$ cat src/spr_pkg.sv
package spr_pkg;
    // ------------------------------------------------------------------
    // command bytes
    // ------------------------------------------------------------------
    localparam logic [7:0] SPR_PFX0      = 8'h3D;   // three-byte prefix, byte 1
    localparam logic [7:0] SPR_PFX1      = 8'h2A;   // prefix byte 2
    localparam logic [7:0] SPR_PFX2      = 8'h7F;   // prefix byte 3
    localparam logic [7:0] SPR_OP_ERASE  = 8'hCF;   // map erase
    localparam logic [7:0] SPR_OP_PROG   = 8'hFC;   // map program
    localparam logic [7:0] SPR_OP_PEN    = 8'hA9;   // protection enable
    localparam logic [7:0] SPR_OP_PDIS   = 8'h9A;   // protection disable
    localparam logic [7:0] SPR_OP_READ   = 8'h32;   // map read
    localparam logic [7:0] SPR_OP_STAT   = 8'hD7;   // status read
    // ------------------------------------------------------------------
    // map layout and values
    // ------------------------------------------------------------------
    localparam int         SPR_MAP_BYTES = 8;       // sectors 0..7
    localparam logic [7:0] SPR_BYTE_PROT = 8'hFF;   // protected / erased
    localparam logic [7:0] SPR_BYTE_FREE = 8'h00;   // unprotected
    localparam logic [63:0] SPR_MAP_RESET = 64'h0000_0000_0000_0000; // shipped value
    localparam int         SPR_BOOT_LO_BIT = 6;     // byte 0 bits 7:6
    localparam int         SPR_BOOT_HI_BIT = 4;     // byte 0 bits 5:4
    localparam int         SPR_STAT_RDY_BIT = 7;    // ready/busy in status
    localparam int         SPR_STAT_PROT_BIT = 1;   // protection enabled
    localparam int         SPR_DUMMY_BYTES = 3;     // after read opcode
    // ------------------------------------------------------------------
    // timing
    // ------------------------------------------------------------------
    localparam int         SPR_CLK_MHZ   = 40;
    localparam int         SPR_ERASE_US  = 50;      // map_erase_time, max
    localparam int         SPR_PROG_US   = 50;      // map program time, max
    localparam int         SPR_ERASE_CYC = SPR_ERASE_US * SPR_CLK_MHZ;
    localparam int         SPR_PROG_CYC  = SPR_PROG_US * SPR_CLK_MHZ;
endpackage

$ cat src/spr_core.sv
`timescale 1ns/1ps
// Functional notes
// - eight map bytes, one per sector
// - sectors 1-7: FFh protected, 00h free
// - byte 0: bits 7:6 and 5:4 pages
// - map starts at all zero
// - 3D 2A 7F CF then CS high erases
// - busy shown during erase or program
// - erase sets every byte to FFh
// - erase accepted, protection on or off
// - 3D 2A 7F FC plus eight bytes programs
// - ninth data byte wraps to byte zero
// - program accepted, protection on or off
// - program overwrites the data buffer
// - 32h, three dummies, then map out
// - beyond eight bytes output undefined
// - CS high tristates serial output
// - 3D 2A 7F A9 enables protection
// - 3D 2A 7F 9A disables protection
// - write protect blocks map changes
// - write protect ignores disable command
module spr_core
    import spr_pkg::*;
#(
    parameter int ERASE_CYC = SPR_ERASE_CYC,  // shorten in simulation
    parameter int PROG_CYC  = SPR_PROG_CYC
) (
    // clock and reset
    input  wire logic        clk,
    input  wire logic        rstn,
    // serial link pins
    input  wire logic        cs_n,
    input  wire logic        sck,
    input  wire logic        si,
    input  wire logic        wp_n,
    output logic             so,
    output logic             so_oe,
    // block state
    output logic             busy,
    output logic             prot_en,
    output logic [7:0]       sector_prot,
    output logic             boot_pages_low,
    output logic             boot_pages_high,
    output logic             buf_clobber
);
    // ------------------------------------------------------------------
    // pin synchronisers
    // ------------------------------------------------------------------
    logic [2:0] cs_s_q;                       // [0] meta stage only
    logic [2:0] sck_s_q;
    logic [1:0] si_s_q;
    logic [1:0] wp_s_q;
    always_ff @(posedge clk or negedge rstn) begin
        if (!rstn) begin
            cs_s_q  <= 3'b111;
            sck_s_q <= 3'b000;
            si_s_q  <= 2'b00;
            wp_s_q  <= 2'b11;
        end else begin
            cs_s_q  <= {cs_s_q[1:0], cs_n};
            sck_s_q <= {sck_s_q[1:0], sck};
            si_s_q  <= {si_s_q[0], si};
            wp_s_q  <= {wp_s_q[0], wp_n};
        end
    end
    // edges only look at stages 1 and 2, never the meta stage
    wire cs_low   = ~cs_s_q[1];
    wire cs_rise  = cs_s_q[1] & ~cs_s_q[2];
    wire sck_rise = sck_s_q[1] & ~sck_s_q[2] & cs_low;
    wire sck_fall = ~sck_s_q[1] & sck_s_q[2] & cs_low;
    wire si_bit   = si_s_q[1];
    wire wp_on    = ~wp_s_q[1];

    // ------------------------------------------------------------------
    // shifter and byte counter
    // ------------------------------------------------------------------
    typedef enum logic [4:0] {
        ST_IDLE  = 5'b00001,
        ST_CMD   = 5'b00010,
        ST_DATA  = 5'b00100,
        ST_OUT   = 5'b01000,
        ST_WORK  = 5'b10000
    } spr_state_t;

    spr_state_t  st_q, st_d;
    logic [2:0]  bit_q;                        // bit within byte
    logic [7:0]  sh_q;                         // input shift register
    logic [3:0]  nbyte_q;                      // command bytes seen (sat.)
    logic [7:0]  op_q;                         // first opcode byte
    logic [7:0]  last_q;                       // fourth command byte
    logic        pfx_ok_q;                     // prefix bytes 2,3 matched
    logic [2:0]  ptr_q;                        // map byte pointer
    logic [7:0]  data_seen_q;                  // working buffer fill
    logic [63:0] buf_q;                        // working storage
    logic [63:0] map_q;                        // nonvolatile map model
    logic [7:0]  obyte_q;                      // output shift byte
    logic        erase_q;                      // self-timed op is erase
    logic [31:0] tmr_q;                        // self-timed counter
    logic        prot_q;                       // global protection state
    logic        so_q, so_oe_q;

    wire [7:0] byte_in  = {sh_q[6:0], si_bit};
    wire       byte_end = sck_rise & (bit_q == 3'd7);
    // prefix matched and the frame sits on a byte boundary
    wire       pfx_seen = (op_q == SPR_PFX0) & pfx_ok_q & (bit_q == 3'd0);
    wire       is_pfx   = pfx_seen & (nbyte_q == 4'd4);
    // map update is refused while write protect is held
    wire       upd_ok   = ~wp_on;
    // erase or program accepted regardless of prot_q
    wire       go_erase = cs_rise & (st_q == ST_CMD) & is_pfx & upd_ok
                          & (last_q == SPR_OP_ERASE);
    // byte count has run past four here, so the data bytes are tested instead
    wire       go_prog  = cs_rise & (st_q == ST_DATA) & pfx_seen & upd_ok
                          & (last_q == SPR_OP_PROG) & (|data_seen_q);
    wire       do_pen   = cs_rise & (st_q == ST_CMD) & is_pfx
                          & (last_q == SPR_OP_PEN);
    wire       do_pdis  = cs_rise & (st_q == ST_CMD) & is_pfx & ~wp_on
                          & (last_q == SPR_OP_PDIS);
    wire       tmr_done = (st_q == ST_WORK) & (tmr_q == 32'd0);

    // next-state decode
    always_comb begin
        st_d = st_q;
        unique case (st_q)
            ST_IDLE: if (cs_low) st_d = ST_CMD;
            ST_CMD: begin
                if (go_erase) st_d = ST_WORK;
                else if (cs_rise) st_d = ST_IDLE;
                else if (byte_end && nbyte_q == 4'd0 && byte_in == SPR_OP_READ)
                    st_d = ST_OUT;
                else if (byte_end && nbyte_q == 4'd3 && byte_in == SPR_OP_PROG)
                    st_d = ST_DATA;
            end
            ST_DATA: if (go_prog) st_d = ST_WORK;
                     else if (cs_rise) st_d = ST_IDLE;
            ST_OUT:  if (cs_rise) st_d = ST_IDLE;
            ST_WORK: if (tmr_done) st_d = ST_IDLE;
        endcase
    end

    // ------------------------------------------------------------------
    // command capture
    // ------------------------------------------------------------------
    // bit count restarts whenever the frame ends
    always_ff @(posedge clk or negedge rstn) begin
        if (!rstn) begin
            st_q     <= ST_IDLE;
            bit_q    <= 3'd0;
            sh_q     <= 8'h00;
            nbyte_q  <= 4'd0;
            op_q     <= 8'h00;
            last_q   <= 8'h00;
            pfx_ok_q <= 1'b0;
        end else begin
            st_q <= st_d;
            if (!cs_low || st_q == ST_IDLE || st_q == ST_WORK) begin
                bit_q    <= 3'd0;
                nbyte_q  <= 4'd0;
                pfx_ok_q <= 1'b1;
            end else if (sck_rise) begin
                bit_q <= bit_q + 3'd1;
                sh_q  <= byte_in;
                if (bit_q == 3'd7) begin
                    if (nbyte_q != 4'hF) nbyte_q <= nbyte_q + 4'd1;
                    if (nbyte_q == 4'd0) op_q <= byte_in;
                    if (nbyte_q == 4'd1 && byte_in != SPR_PFX1) pfx_ok_q <= 1'b0;
                    if (nbyte_q == 4'd2 && byte_in != SPR_PFX2) pfx_ok_q <= 1'b0;
                    if (nbyte_q == 4'd3) last_q <= byte_in;
                end
            end
        end
    end

    // ------------------------------------------------------------------
    // working buffer, map, timer, protection
    // ------------------------------------------------------------------
    always_ff @(posedge clk or negedge rstn) begin
        if (!rstn) begin
            ptr_q       <= 3'd0;
            data_seen_q <= 8'h00;
            buf_q       <= 64'h0000_0000_0000_0000;
            map_q       <= SPR_MAP_RESET;
            erase_q     <= 1'b0;
            tmr_q       <= 32'd0;
            prot_q      <= 1'b0;
        end else begin
            if (st_q == ST_CMD) begin
                ptr_q       <= 3'd0;
                data_seen_q <= 8'h00;
            end else if (st_q == ST_DATA && byte_end) begin
                // 3-bit pointer wraps so byte nine lands at zero
                buf_q[ptr_q*8 +: 8] <= byte_in;
                data_seen_q[ptr_q]  <= 1'b1;
                ptr_q               <= ptr_q + 3'd1;
            end
            if (go_erase) begin
                erase_q <= 1'b1;
                tmr_q   <= 32'(ERASE_CYC - 1);
            end else if (go_prog) begin
                erase_q <= 1'b0;
                tmr_q   <= 32'(PROG_CYC - 1);
            end else if (st_q == ST_WORK && tmr_q != 32'd0) begin
                tmr_q <= tmr_q - 32'd1;
            end
            // map commits at the end of the timed cycle
            if (tmr_done) begin
                if (erase_q) map_q <= {SPR_MAP_BYTES{SPR_BYTE_PROT}};
                else         map_q <= map_q & buf_q;
            end
            if (do_pen) prot_q <= 1'b1;
            else if (do_pdis) prot_q <= 1'b0;
        end
    end

    // ------------------------------------------------------------------
    // serial output, read path
    // ------------------------------------------------------------------
    // output advances on falling sck so host samples on rising
    logic [3:0] rd_idx_q;                     // next map byte to send
    always_ff @(posedge clk or negedge rstn) begin
        if (!rstn) begin
            obyte_q  <= 8'h00;
            rd_idx_q <= 4'd0;
            so_q     <= 1'b0;
            so_oe_q  <= 1'b0;
        end else if (st_q != ST_OUT || !cs_low) begin
            so_oe_q  <= 1'b0;
            rd_idx_q <= 4'd0;
        end else if (sck_fall && nbyte_q >= 4'(1 + SPR_DUMMY_BYTES)) begin
            so_oe_q <= 1'b1;
            if (bit_q == 3'd0) begin
                // past byte seven the map is re-sent, output is undefined
                obyte_q  <= {map_q[rd_idx_q[2:0]*8 +: 8]} << 1;
                so_q     <= map_q[rd_idx_q[2:0]*8 + 7];
                rd_idx_q <= rd_idx_q + 4'd1;
            end else begin
                so_q    <= obyte_q[7];
                obyte_q <= {obyte_q[6:0], 1'b0};
            end
        end
    end

    // ------------------------------------------------------------------
    // protection decode
    // ------------------------------------------------------------------
    logic [7:0] sprot_q;
    logic       blo_q, bhi_q, busy_q, pen_q, clob_q;
    wire        prot_act = prot_q | wp_on;
    always_ff @(posedge clk or negedge rstn) begin
        if (!rstn) begin
            sprot_q <= 8'h00;
            blo_q   <= 1'b0;
            bhi_q   <= 1'b0;
            busy_q  <= 1'b0;
            pen_q   <= 1'b0;
            clob_q  <= 1'b0;
        end else begin
            for (int i = 1; i < SPR_MAP_BYTES; i++)
                sprot_q[i] <= prot_act & (map_q[i*8 +: 8] == SPR_BYTE_PROT);
            sprot_q[0] <= prot_act & (map_q[7:4] != 4'h0);
            blo_q  <= prot_act & (&map_q[SPR_BOOT_LO_BIT +: 2]);
            bhi_q  <= prot_act & (&map_q[SPR_BOOT_HI_BIT +: 2]);
            busy_q <= (st_d == ST_WORK);
            pen_q  <= prot_act;
            clob_q <= go_prog;
        end
    end

    assign so              = so_q;
    assign so_oe           = so_oe_q;
    assign busy            = busy_q;
    assign prot_en         = pen_q;
    assign sector_prot     = sprot_q;
    assign boot_pages_low  = blo_q;
    assign boot_pages_high = bhi_q;
    assign buf_clobber     = clob_q;
endmodule // spr_core

$ cat config.mk
export PLATFORM = sky130hd
export DESIGN_NAME = spr_core
export DESIGN_NICKNAME = d
export VERILOG_FILES = /design/src/spr_pkg.sv /design/src/spr_core.sv
export SDC_FILE = /design/constraint.sdc
export NUM_CORES = 1
export LEC_CHECK = 0
export BUFFER_PORTS_ARGS = -buffer_cell sky130_fd_sc_hd__buf_2
export CAP_MARGIN = 20
export CORE_UTILIZATION = 46
export CTS_CLUSTER_SIZE = 24
export DETAILED_ROUTE_END_ITERATION = 8
export HOLD_SLACK_MARGIN = 0.03
export PLACE_DENSITY = 0.69
export SYNTH_ARGS = -nofsm -noshare
export SYNTH_HDL_FRONTEND = slang
export SYNTH_SLANG_ARGS = --single-unit
$ cat constraint.sdc
create_clock -name clk -period 2.6 [get_ports clk]
set_input_delay 0.26 -clock clk [delete_from_list [all_inputs] [get_ports clk]]
set_output_delay 0.26 -clock clk [all_outputs]
set_load 0.03 [all_outputs]
==> impl_metrics.sql, run 1 <==
INSERT INTO impl_metrics (metric_group, metric, value, unit) VALUES
('setup_path', 'worst-r2r-cell-count', '7', ''),
('run_status', 'status', 'completed', ''),
('synthesis', 'synth_edf_count', '0', ''),
('timing', 'slew_headroom', '51.5', '%'),
('timing', 'setup_ws', '158', 'ps'),
('detailed_routing', 'route.detailed.drc', '0', ''),
('synthesis', 'postSynthCellCount', '1027', ''),
('clocking', 'clk_root_buffer_cell', 'clkbuf_16', ''),
('timing', 'max_freq', '410', 'MHz'),
('synthesis', 'synth.yosys.seq_area_share', '55.6', '%'),
('timing', 'grt_setup_unrepaired', 'false', ''),
('placed_design', 'dp_worst_setup_slack', '156', 'ps'),
('clocking', 'cts-buffers-inserted', '26', ''),
('floorplan', 'rows', '56', ''),
('timing', 'final_min_period_over_clock_period', '93.9', '%'),
('timing', 'hold_viol_final', '0', ''),
('setup_path', 'critical_path_buf_inv_count', '1', ''),
('synthesis', 'synth.yosys.warnings', '0', ''),
('floorplan', 'fp.dieW', '157', 'um'),
('clocking', 'htree_levels', '1', ''),
('synthesis', 'yosys-top-cells-area', 'dfrtp_1, nand2_1, o21ai_0, mux2_2, mux4_2', ''),
('setup_path', 'element_type_at_the_critical_path_start', 'flop', ''),
('setup_path', 'worstSetupPathType', 'reg2reg', ''),
('timing', 'timing_worst_slew_pin_value', '709', 'ps'),
('synthesis', 'synth_top_area_share', '54.2', '%'),
('global_route', 'grt_antenna_before_repair', '0', ''),
('setup_path', 'path_delay_family', 'simple AND/OR/NAND/NOR gates', ''),
('detailed_routing', 'drt_iter0_markers', '614', ''),
('timing', 'tns', '0', 'ps'),
('setup_path', 'cp_cell_sequence', 'inv_1 > ha_1 > or4bb_1 > nor4_1 > nand4_1 > and2_1 > o21a_1', ''),
('floorplan', 'core_region_area', '23500', 'um2'),
('setup_path', 'worst_setup_path_end_kind', 'flop', ''),
('timing', 'timing_max_transition_violations_final', '0', ''),
('detailed_routing', 'drt_pass1_iterations', '5', ''),
('clocking', 'cts_sinks', '244', ''),
('placed_design', 'finalWeightedCongestion', '0.824', ''),
('timing', 'final.setup_skew', '14.0', 'ps'),
('setup_path', 'arrival', '2870', 'ps'),
('setup_path', 'critical_path_rt', '3020', 'ps'),
('detailed_routing', 'dr_wl_met2', '11900', 'um'),
('setup_path', 'critical_path.max_stage_delay', '490', 'ps'),
('floorplan', 'io_pins', '21', ''),
('power', 'vdd_ir_drop_max', '0.390', 'mV'),
('timing', 'setup_viol_count_final', '0', ''),
('placed_design', 'dp.cells', '1356', ''),
('synthesis', 'yosys_register_bits', '244', ''),
('setup_path', 'worst_path_fanout_max', '8', ''),
('global_route', 'groute.usage.overall', '22.1', '%'),
('clocking', 'insertion_delay', '530', 'ps'),
('global_route', 'globalRouteOverflowTotal', '0', ''),
('synthesis', 'synth_top_cell_by_area', 'dfrtp_1', ''),
('detailed_routing', 'met3_wire_len', '1210', 'um'),
('global_route', 'via_count_of_the_first_global_routing_pass', '7841', ''),
('final_layout', 'utilization', '53.5', '%'),
('detailed_routing', 'wl_per_cell', '18.2', 'um'),
('min_path', 'hold_path.class', 'in2async', ''),
('floorplan', 'die_y', '157', 'um'),
('detailed_routing', 'post_route_wl', '25700', 'um'),
('power', 'cellPowerDensity', '660', 'nW/um2'),
('placed_design', 'post-dp-hpwl', '17200', 'um'),
('synthesis', 'syn-cell-area', '11000', 'um2'),
('final_layout', 'drive_gt1_share', '17.4', '%'),
('clocking', 'cts_tree', 'done', ''),
('global_route', 'grt_max_degree', '79', ''),
('final_layout', 'nNetsFinal', '1093', ''),
('floorplan', 'initial_utilization', '46.9', '%'),
('final_layout', 'syn2layout_area_growth', '14.2', '%'),
('detailed_routing', 'vias_per_cell', '5.70', ''),
('global_route', 'global_route_wire_length_before_repair', '42400', 'um'),
('placed_design', 'portBuffers', '20', ''),
('setup_path', 'critical_path_depth', '7', '');
==> placed cells by master (no fill, tap or decap), types with 10 or more instances in the layout <==
cell / count
a21oi_1: 24
buf_2: 19
buf_4: 48
clkbuf_16: 27
dfrtp_1: 238
ha_1: 15
inv_1: 19
mux2_2: 40
mux2i_1: 15
mux4_2: 16
nand2_1: 171
nand2b_1: 10
nand3_1: 29
nand4_1: 21
nor2_1: 49
nor3_1: 23
nor4_1: 12
o21ai_0: 115
o31ai_1: 24
or3_1: 11
or4_1: 11
xnor2_1: 12
==> power by group <==
group	leakage [uW]	internal, uW	switching, uW
clock network	0.000408	2170	1490
registers	0.00336	3870	100
logic	0.00218	194	449
==> what timing repair did <==
action,CTS,global route
endpoints found under the setup margin,0,50
hold buffers,5,0
gates resized for setup,0,1
hold endpoints to repair,76,0
buffers inserted,0,2
==> per-stage QoR <==
step | power, uW | cell area [um2] | hold WS, ps
floorplan | 4330 | 11000 | -35.6
global placement | 4670 | 11600 | 291
detailed placement | 4680 | 11600 | 285
CTS | 8370 | 12500 | 318
global route | 8580 | 12600 | 343
finish | 8280 | 12600 | 296
==> worst register-to-register path, cell delays in order (launching register included) <==
cell,delay (ps)
dfrtp_1,380
inv_1,90
ha_1,170
or4bb_1,490
nor4_1,450
nand4_1,280
and2_1,340
o21a_1,160
==> cell type report <==
class                      instances  area [um2]
fill                            2002       10900
sequential                       244        6110
multi-input combinational        706        4570
clock buffer                      34         732
timing repair buffer              75         561
tap                              319         399
clock inverter                    10         115
inverter                          19        71.3
==> routing by layer <==
metal  GRT usage (%)  vias up
met4            6.12        0
met5               0        -
met2            34.9      180
li1                -     3782
met1            32.3     4026
met3            2.63       33
==> registers in the layout (all words and copies together), names as in the netlist, 2 cells and up <==
signal       count
bit_q            3
si_s_q           2
map_q           64
st_q             5
data_seen_q      8
sh_q             7
obyte_q          7
op_q             8
sck_s_q          3
wp_s_q           2
ptr_q            3
nbyte_q          4
sector_prot      8
last_q           8
buf_q           64
cs_s_q           3
rd_idx_q         3
tmr_q           32
==> logic make-up after synthesis <==
logic type                 count (synthesis)  share of synthesized area, %
DFF                                      244                          55.6
buffers and inverters                     77                          2.96
xor gates and xnor gates                  16                          1.27
AOI/OAI and AO/OA                        206                          11.1
and+or+nand+nor                          398                          18.7
muxes                                     71                          8.74
adders and majority gates                 15                          1.71
==> final timing paths <==
path | from | end | slack [ps]
max in group asynchronous | rstn | boot_pages_low | 1460
worst max register to register | bit_q[0] | tmr_q[30] | 160
min in group clk | si_s_q[0] | si_s_q[1] | 340
worst min register to register | si_s_q[0] | si_s_q[1] | 340
worst min-delay path | rstn | tmr_q[23] | 300
worst max-delay path | bit_q[0] | tmr_q[30] | 160
No activity file was read; power rests on OpenSTA's default activity.
==> inputs of run 2 (changes only) <==
PLACE_DENSITY = default   (was 0.69)
clock period = 2 ns   (was 2.6 ns; I/O delays follow)
==> run 2 against run 1 <==
The run now ends with setup timing left. Critical path depth is 1 lower. Fmax up 19%. First-iteration DRC count down 17%. Worst setup slack worse by 220 ps. Wire length is 17% higher. Non-clock buffer count grew 111. Critical endpoint is now tmr_q[28]. Largest cell class unchanged. Largest power group unchanged.
==> impl_metrics.sql, run 2 (synthesized netlist as in run 1, its figures left out) <==
INSERT INTO impl_metrics (metric_group, metric, value, unit) VALUES
('run_status', 'status', 'finished, violations left', ''),
('run_status', 'failed_checks', 'setup timing', ''),
('final_layout', 'layout_common_cells', 'dfrtp_1, nand2_1, buf_4', ''),
('setup_path', 'worst_path_fanout_max', '5', ''),
('floorplan', 'io_pins', '21', ''),
('final_layout', 'number_of_filler_cells_placed_in_the_layout', '1875', ''),
('final_layout', 'layout.area.seq', '6110', 'um2'),
('detailed_routing', 'drt_pass1_iterations', '5', ''),
('setup_path', 'element_type_at_the_critical_path_start', 'flop', ''),
('power', 'cellPowerDensity', '774', 'nW/um2'),
('timing', 'final_min_period_over_clock_period', '103', '%'),
('final_layout', 'final_common_cell', 'dfrtp_1', ''),
('floorplan', 'die_area', '24500', 'um2'),
('clocking', 'cts_sinks', '244', ''),
('placed_design', 'finalWeightedCongestion', '0.817', ''),
('detailed_routing', 'vias_per_cell', '5.66', ''),
('floorplan', 'die_y', '157', 'um'),
('detailed_routing', 'drt.antenna.violating_nets', '0', ''),
('setup_path', 'critical_path_rt', '2460', 'ps'),
('clocking', 'cts_tree', 'done', ''),
('global_route', 'grt_antenna_before_repair', '0', ''),
('clocking', 'clk_pin_slew', '60', 'ps'),
('placed_design', 'dp_worst_setup_slack', '-180', 'ps'),
('clocking', 'cts_max_path_buffers', '3', ''),
('clocking', 'htree_levels', '1', ''),
('global_route', 'global_route_wire_length_before_repair', '44900', 'um'),
('timing', 'tns', '-472', 'ps'),
('setup_path', 'critical_path.max_stage_delay', '470', 'ps'),
('placed_design', 'post-dp-hpwl', '18600', 'um'),
('global_route', 'via_count_of_the_first_global_routing_pass', '8178', ''),
('floorplan', 'fp.dieW', '157', 'um'),
('timing', 'hold_viol_final', '0', ''),
('final_layout', 'nNetsFinal', '1205', ''),
('setup_path', 'worst_setup_path_end_kind', 'flop', ''),
('clocking', 'clk_root_buffer_cell', 'clkbuf_16', ''),
('timing', 'final.setup_skew', '28.1', 'ps'),
('floorplan', 'initial_utilization', '46.9', '%'),
('power', 'leak', '0.00683', 'uW'),
('timing', 'timing_worst_slew_pin_value', '599', 'ps'),
('timing', 'grt_setup_unrepaired', 'true', ''),
('timing', 'slew_headroom', '59.9', '%'),
('final_layout', 'multi_input_logic_area', '5350', 'um2'),
('detailed_routing', 'drt_iter0_markers', '507', ''),
('timing', 'max_freq', '486', 'MHz'),
('global_route', 'groute.usage.overall', '23.6', '%'),
('final_layout', 'syn2layout_area_growth', '32.0', '%'),
('clocking', 'insertion_delay', '560', 'ps'),
('final_layout', 'drive_gt1_share', '35.7', '%'),
('timing', 'setup_viol_count_final', '26', ''),
('setup_path', 'critical_path_buf_inv_count', '1', ''),
('min_path', 'hold_path.class', 'in2async', ''),
('detailed_routing', 'wl_per_cell', '19.6', 'um'),
('timing', 'setup_ws', '-58.6', 'ps'),
('timing', 'finalWorstPathRequiredPeriod', '2060', 'ps'),
('setup_path', 'worstSetupPathType', 'reg2reg', ''),
('placed_design', 'portBuffers', '20', ''),
('floorplan', 'rows', '56', ''),
('detailed_routing', 'dr_total_vias', '8614', ''),
('job', 'max_cap_violations', '0', ''),
('setup_path', 'path_delay_family', 'simple AND/OR/NAND/NOR gates', ''),
('final_layout', 'reg_top3', 'buf_q: 64 flops, map_q: 64 flops, tmr_q: 32 flops', ''),
('global_route', 'globalRouteOverflowTotal', '0', ''),
('floorplan', 'core_region_area', '23500', 'um2'),
('detailed_routing', 'route.detailed.drc', '0', ''),
('setup_path', 'arrival', '2520', 'ps'),
('clocking', 'cts-buffers-inserted', '26', ''),
('setup_path', 'cp_cell_sequence', 'nor4_2 > nand4_1 > buf_6 > or3_4 > or4b_1 > a21oi_1', ''),
('final_layout', 'antenna-diode-count', '0', ''),
('setup_path', 'critPathSlowestCell', 'or4b_1', ''),
('power', 'vdd_ir_drop_max', '0.700', 'mV'),
('detailed_routing', 'post_route_wl', '29900', 'um'),
('global_route', 'grt_max_degree', '66', ''),
('timing', 'timing_max_transition_violations_final', '0', '');
==> run 2: cell types whose count changed in the layout (fill, tap and decap cells not counted), sizes merged <==
cell,before,now
buf,70,178
bufinv,2,3
clkbuf,34,41
clkinv,5,6
clkinvlp,3,0
nand3,30,31
==> run 2: power breakdown <==
part / leakage (uW) / internal, uW / total (uW) / switching (uW)
registers: 0.00336 / 5040 / 5110 / 75.6
clock network: 0.000439 / 3000 / 5000 / 2000
logic: 0.00303 / 394 / 1130 / 738
==> run 2: path summary, 6_finish.rpt <==
| check | start | to | slack [ps] | cells past startpoint |
|---|---|---|---|---|
| min in group clk | sck | sck_s_q[0] | 290 | 2 |
| max in group asynchronous | rstn | wp_s_q[1] | 1040 | 3 |
| worst min register to register | sck_s_q[0] | sck_s_q[1] | 350 | 0 |
| worst max register to register | tmr_q[11] | tmr_q[28] | -60 | 6 |
| worst min-delay path | rstn | map_q[25] | 200 | 2 |
| worst max-delay path | tmr_q[11] | tmr_q[28] | -60 | 6 |
==> run 2: final cells by class <==
type	count	share of cell area, %
flip-flops and latches	244	42.1
repair buffers	186	11.7
clock buffers	38	5.20
well taps	319	2.75
clock inverters	9	0.905
multi-input cells	707	36.9
inverters	19	0.491
==> run 2: metrics by stage <==
stage          area [um2]  util [%]  hold WS (ps)  total power, uW  instances
6_report            14500      61.9           195            11200       1522
3_3_place_gp        12600      53.5           198             6210       1445
5_1_grt             14500      61.9           253            11600       1522
4_1_cts             13700      58.5           213            11300       1508
3_5_place_dp        12600      53.5           198             6220       1445
2_1_floorplan       11100         -         -95.6             5630       1027
==> run 2: per-layer routing <==
layer	GRT usage, %	vias to the layer above	wire [um]
met5	0	-	0
met4	4.95	0	634
met3	4.38	57	1960
met2	37.1	228	14200
met1	34.2	4310	13100
li1	-	4019	-
==> run 2: repair_timing <==
| action | in CTS | in global routing |
|---|---|---|
| hold buffers | 5 | 0 |
| setup endpoints to repair | 161 | 186 |
| gates cloned | 2 | 10 |
| hold endpoints to repair | 95 | 0 |
| buffers inserted | 9 | 4 |
| gates resized for setup | 43 | 226 |
| pin swaps | 16 | 21 |
